## src/meter_irq_pkg.sv

```systemverilog
// Constants shared by the interrupt flag logic of the metering core.
// Assumes register addresses come from the serial interface logic; the flag logic decodes the offsets.
package meter_irq_pkg;
    // ****************************************
    // Register offsets
    // ****************************************
    localparam logic [7:0] OFFS_FLAGS       = 8'h04; // Status, read only
    localparam logic [7:0] OFFS_FLAGS_CLEAR = 8'h05; // Status, clear on read
    localparam logic [7:0] OFFS_MASK        = 8'h1E; // Enable register
    // ****************************************
    // Field positions, shared by all three registers
    // ****************************************
    localparam int NUM_FLAGS       = 8;
    localparam int BIT_HALF_FULL   = 0;
    localparam int BIT_SAG         = 1;
    localparam int BIT_CYCLE_DONE  = 2;
    localparam int BIT_WAVE_SAMPLE = 3;
    localparam int BIT_ZERO_CROSS  = 4;
    localparam int BIT_TEMP_READY  = 5;
    localparam int BIT_RESET_DONE  = 6;
    localparam int BIT_OVERFLOW    = 7;
    // ****************************************
    // Reset values
    // ****************************************
    localparam logic [7:0] FLAGS_RESET = 8'h00; // Latched flags after reset
    localparam logic [7:0] MASK_RESET  = 8'h00; // All sources masked
    localparam logic [7:0] NO_IRQ_MASK = 8'hBF; // Reset-done never interrupts
    localparam logic [7:0] RDATA_RESET = 8'h00;
endpackage

```

## src/sticky_flag.sv

```systemverilog
// One sticky interrupt flag with set-over-clear priority.
// Assumes set and clear are single-cycle strobes on the same clock.
`timescale 1ns/1ps
`default_nettype none
module sticky_flag (
    // Clock and reset
    input  wire logic clk,
    input  wire logic reset_n,
    // Control
    input  wire logic set,
    input  wire logic clr,
    // State
    output logic      q
);
    // ****************************************
    // Flag storage
    // ****************************************
    // Set wins so an event during a clear is not lost
    always_ff @(posedge clk or negedge reset_n) begin
        if (!reset_n) begin
            q <= 1'b0;
        end else if (set) begin
            q <= 1'b1;
        end else if (clr) begin
            q <= 1'b0;
        end
    end
endmodule
`default_nettype wire

```

## src/meter_interrupt_flags.sv

```systemverilog
// Interrupt status, clear-on-read status and enable logic of the meter.
// Assumes event inputs come from datapath logic on clk, and register
// accesses are single-cycle strobes from the serial interface.
// Event inputs are same-clock logic, so no synchronisers sit on them.
//
// Operation
// - Internal event sets its status flag high
// - Enabled set flag drives request output low
// - Bit 0: energy MSB rises 0 to 1
// - Bit 1: voltage dip or missing crossings
// - Bit 2: line-cycle accumulation finished
// - Bit 3: new waveform sample written
// - Bit 4 follows live zero-cross output
// - Bit 5: temperature result ready
// - Bit 6 set after reset, never interrupts
// - Bit 7: active energy register overflowed
// - Status, clear and enable share layout
`timescale 1ns/1ps
`default_nettype none
module meter_interrupt_flags #(
    parameter int FLAG_COUNT = meter_irq_pkg::NUM_FLAGS
) (
    // Clock and reset
    input  wire logic                  clk,
    input  wire logic                  reset_n,
    // Software reset strobe from the mode register
    input  wire logic                  soft_reset,
    // Event sources
    input  wire logic                  energy_msb,
    input  wire logic                  energy_overflow,
    input  wire logic                  sag_event,
    input  wire logic                  line_cycle_done,
    input  wire logic                  waveform_sample,
    input  wire logic                  zero_cross,
    input  wire logic                  temp_ready,
    // Register access
    input  wire logic [7:0]            reg_addr,
    input  wire logic                  reg_wr,
    input  wire logic                  reg_rd,
    input  wire logic [FLAG_COUNT-1:0] reg_wdata,
    output logic      [FLAG_COUNT-1:0] reg_rdata,
    // Open-drain request pin
    output logic                       irq_out,
    output logic                       irq_oe_n
);
    // ****************************************
    // Internal signals
    // ****************************************
    logic                  msb_prev;       // Energy MSB last cycle
    logic                  reset_end;      // End-of-reset strobe
    logic                  soft_pending;   // Soft reset seen last cycle
    logic                  started;        // First cycle after release done
    logic [FLAG_COUNT-1:0] set_vec;        // Per-bit set strobes
    logic [FLAG_COUNT-1:0] latched;        // Sticky flags
    logic [FLAG_COUNT-1:0] status;         // Visible status word
    logic [FLAG_COUNT-1:0] interrupt_mask; // Enable register
    logic                  clr_all;        // Clear strobe
    logic                  next_irq;       // Request wanted

    // Register address match, used for reads and writes
    function automatic logic hit(input logic [7:0] a, input logic [7:0] offs);
        hit = (a == offs);
    endfunction

    // ****************************************
    // Event conditioning
    // ****************************************
    // Previous MSB for rising edge
    always_ff @(posedge clk or negedge reset_n) begin
        if (!reset_n) begin
            msb_prev <= 1'b0;
        end else begin
            msb_prev <= energy_msb;
        end
    end

    // End of hardware reset: one strobe on first cycle after release
    // Reads as zero only until the first edge after release
    always_ff @(posedge clk or negedge reset_n) begin
        if (!reset_n) begin
            started <= 1'b0;
        end else begin
            started <= 1'b1;
        end
    end

    // End of software reset: strobe one cycle after the request
    always_ff @(posedge clk or negedge reset_n) begin
        if (!reset_n) begin
            soft_pending <= 1'b0;
        end else begin
            soft_pending <= soft_reset;
        end
    end

    // Reset-done set by either source; hardware case is the first cycle
    assign reset_end = !started || soft_pending;

    // Map each source onto its bit
    always_comb begin
        // Bit 4 stays zero here: it is shown live, never latched
        set_vec                              = '0;
        set_vec[meter_irq_pkg::BIT_HALF_FULL]   = energy_msb && !msb_prev;
        set_vec[meter_irq_pkg::BIT_SAG]         = sag_event;
        set_vec[meter_irq_pkg::BIT_CYCLE_DONE]  = line_cycle_done;
        set_vec[meter_irq_pkg::BIT_WAVE_SAMPLE] = waveform_sample;
        set_vec[meter_irq_pkg::BIT_TEMP_READY]  = temp_ready;
        set_vec[meter_irq_pkg::BIT_RESET_DONE]  = reset_end;
        set_vec[meter_irq_pkg::BIT_OVERFLOW]    = energy_overflow;
    end

    // ****************************************
    // Flag storage
    // ****************************************
    // Clear on read of the clear register, or by soft reset
    // Soft reset shares this clear so both paths empty the flags alike
    assign clr_all = soft_reset
                  || (reg_rd && hit(reg_addr, meter_irq_pkg::OFFS_FLAGS_CLEAR));

    // One sticky flag per latched source; zero-cross is live
    // Set-over-clear sits in the flag cell so no event is dropped
    genvar gi;
    generate
        for (gi = 0; gi < FLAG_COUNT; gi++) begin : g_flag
            if (gi == meter_irq_pkg::BIT_ZERO_CROSS) begin : g_live
                // Live bit: no storage, so a clear cannot touch it
                assign latched[gi] = 1'b0;
                assign status[gi]  = zero_cross;
            end else begin : g_sticky
                // Latched bit: set by its event, emptied by a clear
                sticky_flag u_flag (
                    .clk     (clk),
                    .reset_n (reset_n),
                    .set     (set_vec[gi]),
                    .clr     (clr_all),
                    .q       (latched[gi])
                );
                assign status[gi] = latched[gi];
            end
        end
    endgenerate

    // ****************************************
    // Enable register
    // ****************************************
    // Same layout as status; bit 6 stored but gated off later
    // Soft reset masks every source again
    always_ff @(posedge clk or negedge reset_n) begin
        if (!reset_n) begin
            interrupt_mask <= meter_irq_pkg::MASK_RESET;
        end else if (soft_reset) begin
            interrupt_mask <= meter_irq_pkg::MASK_RESET;
        end else if (reg_wr && hit(reg_addr, meter_irq_pkg::OFFS_MASK)) begin
            interrupt_mask <= reg_wdata;
        end
    end

    // ****************************************
    // Read data
    // ****************************************
    // Registered read; unmapped addresses read zero
    // Status and clear offsets return the same word
    always_ff @(posedge clk or negedge reset_n) begin
        if (!reset_n) begin
            reg_rdata <= meter_irq_pkg::RDATA_RESET;
        end else if (reg_rd) begin
            if (hit(reg_addr, meter_irq_pkg::OFFS_FLAGS)
                || hit(reg_addr, meter_irq_pkg::OFFS_FLAGS_CLEAR)) begin
                reg_rdata <= status;
            end else if (hit(reg_addr, meter_irq_pkg::OFFS_MASK)) begin
                reg_rdata <= interrupt_mask;
            end else begin
                reg_rdata <= '0;
            end
        end
    end

    // ****************************************
    // Request pin
    // ****************************************
    // Any enabled flag except reset-done asks for service
    // Bit 6 is cut by a constant mask, so its enable does nothing
    assign next_irq = |(status & interrupt_mask & meter_irq_pkg::NO_IRQ_MASK);

    // Enable low drives the wire low; held while a flag stands
    always_ff @(posedge clk or negedge reset_n) begin
        if (!reset_n) begin
            irq_oe_n <= 1'b1;
        end else begin
            irq_oe_n <= !next_irq;
        end
    end

    // Open-drain data is always low
    // Only the enable moves, as an open-drain pin needs
    always_ff @(posedge clk or negedge reset_n) begin
        if (!reset_n) begin
            irq_out <= 1'b0;
        end else begin
            irq_out <= 1'b0;
        end
    end

    // ****************************************
    // Assertions
    // ****************************************
    // Energy MSB rise latches the half-full flag
    a_half_full_edge: assert property (@(posedge clk) disable iff (!reset_n)
        (energy_msb && !msb_prev) |=> latched[meter_irq_pkg::BIT_HALF_FULL])
        else $error("half-full flag not set on MSB rise");
    // Overflow pulse latches its flag
    a_overflow_set: assert property (@(posedge clk) disable iff (!reset_n)
        energy_overflow |=> latched[meter_irq_pkg::BIT_OVERFLOW])
        else $error("overflow flag not set");
    // Each remaining pulsed source latches its own bit one edge later
    a_sag_set: assert property (@(posedge clk) disable iff (!reset_n)
        sag_event |=> latched[meter_irq_pkg::BIT_SAG])
        else $error("dip flag not set");
    a_cycle_done_set: assert property (@(posedge clk) disable iff (!reset_n)
        line_cycle_done |=> latched[meter_irq_pkg::BIT_CYCLE_DONE])
        else $error("line-cycle flag not set");
    a_wave_sample_set: assert property (@(posedge clk) disable iff (!reset_n)
        waveform_sample |=> latched[meter_irq_pkg::BIT_WAVE_SAMPLE])
        else $error("sample flag not set");
    a_temp_ready_set: assert property (@(posedge clk) disable iff (!reset_n)
        temp_ready |=> latched[meter_irq_pkg::BIT_TEMP_READY])
        else $error("temperature flag not set");

    // An event in the cycle of a clear must survive it
    a_set_wins_clear: assert property (@(posedge clk) disable iff (!reset_n)
        (clr_all && waveform_sample) |=> latched[meter_irq_pkg::BIT_WAVE_SAMPLE])
        else $error("sample event lost during clear");
    // Without a clear, flags only gather new events
    a_flags_hold: assert property (@(posedge clk) disable iff (!reset_n)
        (reset_n && !clr_all)
        |=> latched == ($past(latched) | $past(set_vec)))
        else $error("flag changed without event or clear");

    // Request follows enabled flags, reset-done excluded
    a_irq_enabled_flag: assert property (@(posedge clk) disable iff (!reset_n)
        (|(latched & interrupt_mask & meter_irq_pkg::NO_IRQ_MASK)) |=> !irq_oe_n)
        else $error("request not driven for enabled flag");
    a_reset_flag_quiet: assert property (@(posedge clk) disable iff (!reset_n)
        ((status & meter_irq_pkg::NO_IRQ_MASK) == '0) |=> irq_oe_n)
        else $error("reset-done flag drove request");

    // Reset-done flag appears after either kind of reset
    a_soft_reset_flag: assert property (@(posedge clk) disable iff (!reset_n)
        soft_reset |=> ##1 latched[meter_irq_pkg::BIT_RESET_DONE])
        else $error("reset-done flag missing after soft reset");
    a_reset_done_hw: assert property (@(posedge clk) disable iff (!reset_n)
        $rose(started) |-> latched[meter_irq_pkg::BIT_RESET_DONE])
        else $error("reset-done flag missing after reset");

    // Status reads: clear register empties, live bit follows input
    a_clear_read_flags: assert property (@(posedge clk) disable iff (!reset_n)
        (reg_rd && hit(reg_addr, meter_irq_pkg::OFFS_FLAGS_CLEAR) && set_vec == '0)
        |=> (latched == '0) && (reg_rdata == $past(status)))
        else $error("clear read wrong");
    a_zero_cross_live: assert property (@(posedge clk) disable iff (!reset_n)
        (reg_rd && hit(reg_addr, meter_irq_pkg::OFFS_FLAGS))
        |=> reg_rdata[meter_irq_pkg::BIT_ZERO_CROSS] == $past(zero_cross))
        else $error("zero-cross bit not live");

    // Enable register writes and reads back; holes read zero
    a_mask_write: assert property (@(posedge clk) disable iff (!reset_n)
        (reg_wr && !soft_reset && hit(reg_addr, meter_irq_pkg::OFFS_MASK))
        |=> interrupt_mask == $past(reg_wdata))
        else $error("enable write not stored");
    a_mask_read: assert property (@(posedge clk) disable iff (!reset_n)
        (reg_rd && hit(reg_addr, meter_irq_pkg::OFFS_MASK))
        |=> reg_rdata == $past(interrupt_mask))
        else $error("enable read-back wrong");
    a_unmapped_read_zero: assert property (@(posedge clk) disable iff (!reset_n)
        (reg_rd && !hit(reg_addr, meter_irq_pkg::OFFS_FLAGS)
            && !hit(reg_addr, meter_irq_pkg::OFFS_FLAGS_CLEAR)
            && !hit(reg_addr, meter_irq_pkg::OFFS_MASK))
        |=> reg_rdata == '0)
        else $error("unmapped read not zero");

    // Request lets go one edge after the last enabled flag
    a_irq_release: assert property (@(posedge clk) disable iff (!reset_n)
        (!irq_oe_n && !next_irq) |=> irq_oe_n)
        else $error("request held after flags gone");

    // ****************************************
    // Cover points
    // ****************************************
    // Request raised from idle
    c_irq_raised: cover property (@(posedge clk) disable iff (!reset_n)
        irq_oe_n ##1 !irq_oe_n);
    // Clear read while a request stands
    c_clear_read: cover property (@(posedge clk) disable iff (!reset_n)
        !irq_oe_n && reg_rd && hit(reg_addr, meter_irq_pkg::OFFS_FLAGS_CLEAR));
    c_soft_reset: cover property (@(posedge clk) disable iff (!reset_n)
        soft_reset ##2 latched[meter_irq_pkg::BIT_RESET_DONE]);
    // Event and clear in one cycle
    c_set_over_clear: cover property (@(posedge clk) disable iff (!reset_n)
        clr_all && waveform_sample);
    // End of a hardware reset
    c_hw_reset_done: cover property (@(posedge clk) disable iff (!reset_n)
        $rose(started));
endmodule
`default_nettype wire

```

## config.mk

```make
export PLATFORM = sky130hd
export DESIGN_NAME = meter_interrupt_flags
export DESIGN_NICKNAME = d
export VERILOG_FILES = /design/src/meter_irq_pkg.sv /design/src/sticky_flag.sv /design/src/meter_interrupt_flags.sv
export SDC_FILE = /design/constraint.sdc
export NUM_CORES = 1
export LEC_CHECK = 0
export BUFFER_PORTS_ARGS = -buffer_cell sky130_fd_sc_hd__buf_4
export CAP_MARGIN = 20
export CORE_MARGIN = 5
export CORE_UTILIZATION = 56
export CTS_BUF_LIST = sky130_fd_sc_hd__clkbuf_8
export DETAILED_ROUTE_END_ITERATION = 6
export MAX_ROUTING_LAYER = met4
export PLACE_DENSITY = 0.87
export SETUP_SLACK_MARGIN = 0.4
export SYNTH_ARGS = -nofsm -noshare
export SYNTH_HDL_FRONTEND = slang
export SYNTH_SLANG_ARGS = --single-unit
```

## constraint.sdc

```tcl
create_clock -name clk -period 2.6 [get_ports clk]
set_clock_uncertainty 0.15 [all_clocks]
set_input_delay 0.52 -clock clk [delete_from_list [all_inputs] [get_ports clk]]
set_output_delay 0.52 -clock clk [all_outputs]
set_load 0.1 [all_outputs]
```

Word-level counts from Yosys, hierarchy flattened
Cells that the tools add are included.

Eq/ne operators: 3. Multiplexer cells: 12. Bitwise gates (word level): 1. Reductions and logical operators: 18.

Operator list (number): 8-bit 2-to-1 mux (4); 8-bit by 3-bit equality test with 1-bit output (second input constant) (2); 2-bit nonzero test (8); 8-bit AND (1); 8-bit by 5-bit equality test with 1-bit output (second input constant) (1); 1-bit 2-to-1 mux (8); 7-bit OR reduction (1); 1-bit logical AND (3); 1-bit logical NOT (3); 1-bit logical OR (3).

Bits in registers: 27. Logic and storage cells: 47.

Logic depth before layout (Yosys ltp)
Depth in word-level cells: 5. Mapped depth: 4.

Modules after synthesis
Synthesis repeated with hierarchy kept, for this count alone.

Cell total of the unflattened synthesis: 108. Area, all modules: 1233.7 um^2.

Modules (own cells, without submodules): meter_interrupt_flags (instances 1, cells each 87, area an instance 979.7 um^2, seq. area each 501.7 um^2); sticky_flag (instances 7, cells each 3, area an instance 36.3 um^2, seq. area each 25.0 um^2).

Least setup slack after synthesis
No wires, ideal clock.

Path kind: input-to-reg. From: input port reg_addr[5]. To: register interrupt_mask[0]. Library setup time: 0.079 ns. Data arrival time: 1.683 ns. Slack: 0.687 ns. Stages: 3. Path buffers: 0. Path through: or4b_4 > nor3_4 > mux2i_1.

Longest elaborated chain between the ends: 3.

Ends and longest elaborated chain: start, declared (RTL line meter_interrupt_flags.sv:37) `input wire logic [7:0] reg_addr,`; 8-bit by 5-bit equality test with 1-bit output (RTL line meter_interrupt_flags.sv:62) `hit = (a == offs);`; 1-bit logical AND (RTL line meter_interrupt_flags.sv:153) `end else if (reg_wr && hit(reg_addr, meter_irq_pkg::OFFS_MASK)) begin`; 2-bit nonzero test (no line); end signal, assigned (RTL line meter_interrupt_flags.sv:150) `interrupt_mask <= meter_irq_pkg::MASK_RESET;`; end signal, assigned (RTL line meter_interrupt_flags.sv:152) `interrupt_mask <= meter_irq_pkg::MASK_RESET;`; end signal, assigned (RTL line meter_interrupt_flags.sv:154) `interrupt_mask <= reg_wdata;`; end, declared (RTL line meter_interrupt_flags.sv:56) `logic [FLAG_COUNT-1:0] interrupt_mask;`.

Every way passes these cells. A chain may end at the register's enable or synchronous reset.

Final worst setup path
From: input port reg_addr[5]. To: register reg_rdata[3].

Longest elaborated chain between the ends: 3.

Ends and longest elaborated chain: 8-bit by 5-bit equality test with 1-bit output or 8-bit by 3-bit equality test with 1-bit output (tied branches) (RTL line meter_interrupt_flags.sv:62); 8-bit 2-to-1 mux or 1-bit logical OR (tied branches) (RTL line meter_interrupt_flags.sv:170, meter_interrupt_flags.sv:168); 8-bit 2-to-1 mux * (RTL line meter_interrupt_flags.sv:167) `if (hit(reg_addr, meter_irq_pkg::OFFS_FLAGS)`; end signal, assigned (RTL line meter_interrupt_flags.sv:165) `reg_rdata <= meter_irq_pkg::RDATA_RESET;`; end signal, assigned (RTL line meter_interrupt_flags.sv:169) `reg_rdata <= status;`; end signal, assigned (RTL line meter_interrupt_flags.sv:171) `reg_rdata <= interrupt_mask;`; end, declared (RTL line meter_interrupt_flags.sv:41) `output logic [FLAG_COUNT-1:0] reg_rdata,`.

Every way passes the cells marked *; elsewhere a longest branch is shown, timed or not.

==> results.toml <==
[outcome]
status = "finished, final reports clean"

[power]
p_int_w = 0.0005770
p_switching_w = 0.0001688
pwr-share-seq_pct = 58.7
ir_drop_v = 0.0004065
pwr-share-comb_pct = 11.1
power.density_nw_per_um2 = 486.2
swShare_pct = 22.63
power_leakage_nw = 0.7281
clkPwrFrac_pct = 30.2

[critical_path]
cp-end-kind = "flop"
required_ns = 2.65
worstSetupStartpointType = "primary input"
reg2reg_from = "g_flag[2].g_sticky.u_flag.q"
crit_path_max_incr_delay_ns = 0.56
worst_r2r_path_depth = 2
critical_path.cell_chain = "buf_4 -> or4b_4 -> nor3_2 -> a221o_1"
slowest_stage = "or4b_4"
arrival_ns = 1.94
worst-r2r-setup-slack_ns = 1.47
reg2reg_to = "irq_oe_n"
cp_max_fo = 8
worstSetupPathType = "in -> reg"

[synthesis]
synthFlopType = "dfrtp_1"
ys_ff_latch = 27
syn_area_per_cell_sq_um = 12.53
synthTopCellsByArea = "dfrtp_1 55%, nand2b_1 8.4%, a221o_1 6.7%"
yosys.area.top_type = "dfrtp_1"
netlist_instances = 95
syn_area_sq_um = 1190
ys_warn_count = 0
async_flop_share_pct = 100.0
synth_top_area_share_pct = 54.68
yosysSeqAreaShare_pct = 56.89
yosys-top-cells-count = "26 x dfrtp_1, 16 x nand2b_1, 8 x a221o_1, 8 x mux2i_1, 8 x nor2b_1"
yosysMostFrequentCell = "dfrtp_1"
synth_edf_count = 0
synth_nets = 123
ys_types = 23

[floorplanning]
core_sq_um = 2002
pin_count = 38
die_h_um = 56.10
num_rows = 16
start_util_pct = 59.44
chipWidth_um = 56.10
die_area_sq_um = 3147

[timing]
rsz0062_at_grt = "no"
worst_pin_slew_ns = 0.7584
slew_headroom_pct = 49.20
fin_crit_ns = 1.885
fmax_mhz = 530.5
final_max_slew_viol_count = 0
setup_viol = 0
hold_viol = 0
setup-tns-final_ns = 0
period_share_pct = 72.50

[finish]
diodes = 0
final_cell_area_sq_um = 1534
nNetsFinal = 162
fin_cells = 160
drive_gt1_share_pct = 32.33
nFillCells = 145
syn_to_final_growth_pct = 28.92

[hold_path]
min_from = "energy_msb"
hp-class = "in -> reg"
min_to = "msb_prev"
worstHoldPathCells = 1

[global_routing]
grt_pass1_wl_um = 4002
grt_pass1_vias = 912
grt_max_degree = 28
overflow = 0
antenna_found_initial = 0
grt_usage_pct = 16.83

[placement]
post-dp-hpwl_um = 1927
globalplace.congestion = 0.7040
dp_cells = 155
io_buffers = 36
place_area_sq_um = 1479

[route]
drcViolationCount = 0
drtPass1Iterations = 4
num_vias = 918
vias_per_cell = 5.738
wl_per_cell_um = 16.06
drt-total-wl_um = 2570
ant_nets = 0
first_iter_violations = 30

[job]
drv_cap = 0

[cts]
root_buffer = "clkbuf_8"
cts_sinks = 27
clkSlewWorstSetupHoldPaths_ns = 0.09
h-tree-depth = 1
cts_buffers = 3
clkLatencyLatePin_ns = 0.27
ctsLongestPathBuffers = 2
tritoncts = "done"
==> layout make-up <==
cell class | count | area [sq um] | share of cell area [%]
flip-flops and latches | 27 | 676.9 | 44.13
multi-input cells | 61 | 483.0 | 31.48
repair buffers | 37 | 280.3 | 18.27
clock buffers | 3 | 41.29 | 2.692
well taps | 27 | 33.78 | 2.202
inverters | 4 | 15.01 | 0.9788
clock inverters | 1 | 3.754 | 0.2447
==> through the flow <==
stage | worst slack, ns | total power [W] | hold WS (ns) | utilization, %
6_report | 0.7149 | 0.0007458 | 0.2143 | 76.63
3_5_place_dp | 0.4391 | 0.0005281 | 0.2924 | 73.88
4_1_cts | 0.7174 | 0.0007519 | 0.2071 | 76.63
3_3_place_gp | 0.4915 | 0.0005241 | 0.2662 | 73.88
5_1_grt | 0.6850 | 0.0007752 | 0.2037 | 76.63
2_1_floorplan | 0.6871 | 0.0004778 | 0.07441 | -
==> worst max-delay path by stage <==
stage                 from           endpoint  slack [ns]  depth (start not counted)
2_1_floorplan  reg_addr[5]  interrupt_mask[0]        0.69                          3
4_1_cts        reg_addr[5]  interrupt_mask[2]        0.72                          4
6_report       reg_addr[5]       reg_rdata[3]        0.71                          4
3_5_place_dp   reg_addr[5]  interrupt_mask[6]        0.44                          4
3_3_place_gp   reg_addr[5]  interrupt_mask[3]        0.49                          4
5_1_grt        reg_addr[5]  interrupt_mask[2]        0.68                          4
==> cells in the final DEF (no fill, tap or decap), drive strengths merged, types with 2 or more instances in the layout <==
cell and instances:
a22oi 2, mux2i 8, nand2b 16, nor2b 8, clkbuf 3, inv 5, nor3 2, dfrtp 26
a221o 8, conb 2, nor4b 2, buf 36, a21o 5
==> registers in the layout, indices dropped and copies added, names as in the netlist <==
signal                    cells
interrupt_mask                8
reg_rdata                     8
g_flag.g_sticky.u_flag.q      7
irq_oe_n                      1
msb_prev                      1
soft_pending                  1
started                       1
==> per-layer routing <==
| metal | GRT usage, % | share of wire, % |
|---|---|---|
| met2 | 27.55 | 51 |
| met5 | - | 0 |
| met1 | 19.37 | 41 |
| met4 | 8.814 | 1.1 |
| met3 | 3.480 | 7.2 |
==> worst max-delay path: cells and delay by family <==
family / cells / cell delay, ns
AND/OR/NAND/NOR: 2 / 1.06
AO/OA/AOI/OAI: 1 / 0.25
buffers and inverters: 1 / 0.11
==> power groups by stage <==
stage	clock network [W]	logic [W]	registers [W]
finish	0.000225	0.0000829	0.000437
global route	0.000247	0.0000896	0.000439
CTS	0.000231	0.0000834	0.000437
floorplan	0	0.0000289	0.000449
detailed placement	0	0.0000823	0.000446
global placement	0	0.0000791	0.000445
==> cells by family (layout without fill, tap and decap cells) <==
family / count (synthesis) / after routing / synth area share [%]
mux: 8 / 8 / 6.730
other cells: 2 / 2 / 0.6312
buf+inv: 7 / 45 / 2.524
flops: 27 / 27 / 56.89
compound gates: 19 / 19 / 13.99
simple gates: 32 / 32 / 19.24
==> timing repair <==
| item | in CTS | in global routing |
|---|---|---|
| endpoints found under the setup margin | 0 | 0 |
| endpoints found under the hold margin | 14 | 0 |
| hold buffers | 1 | 0 |
| setup buffers | 0 | 0 |
| gates resized for setup | 0 | 0 |
Note: power is estimated with default switching activity, not from simulation.
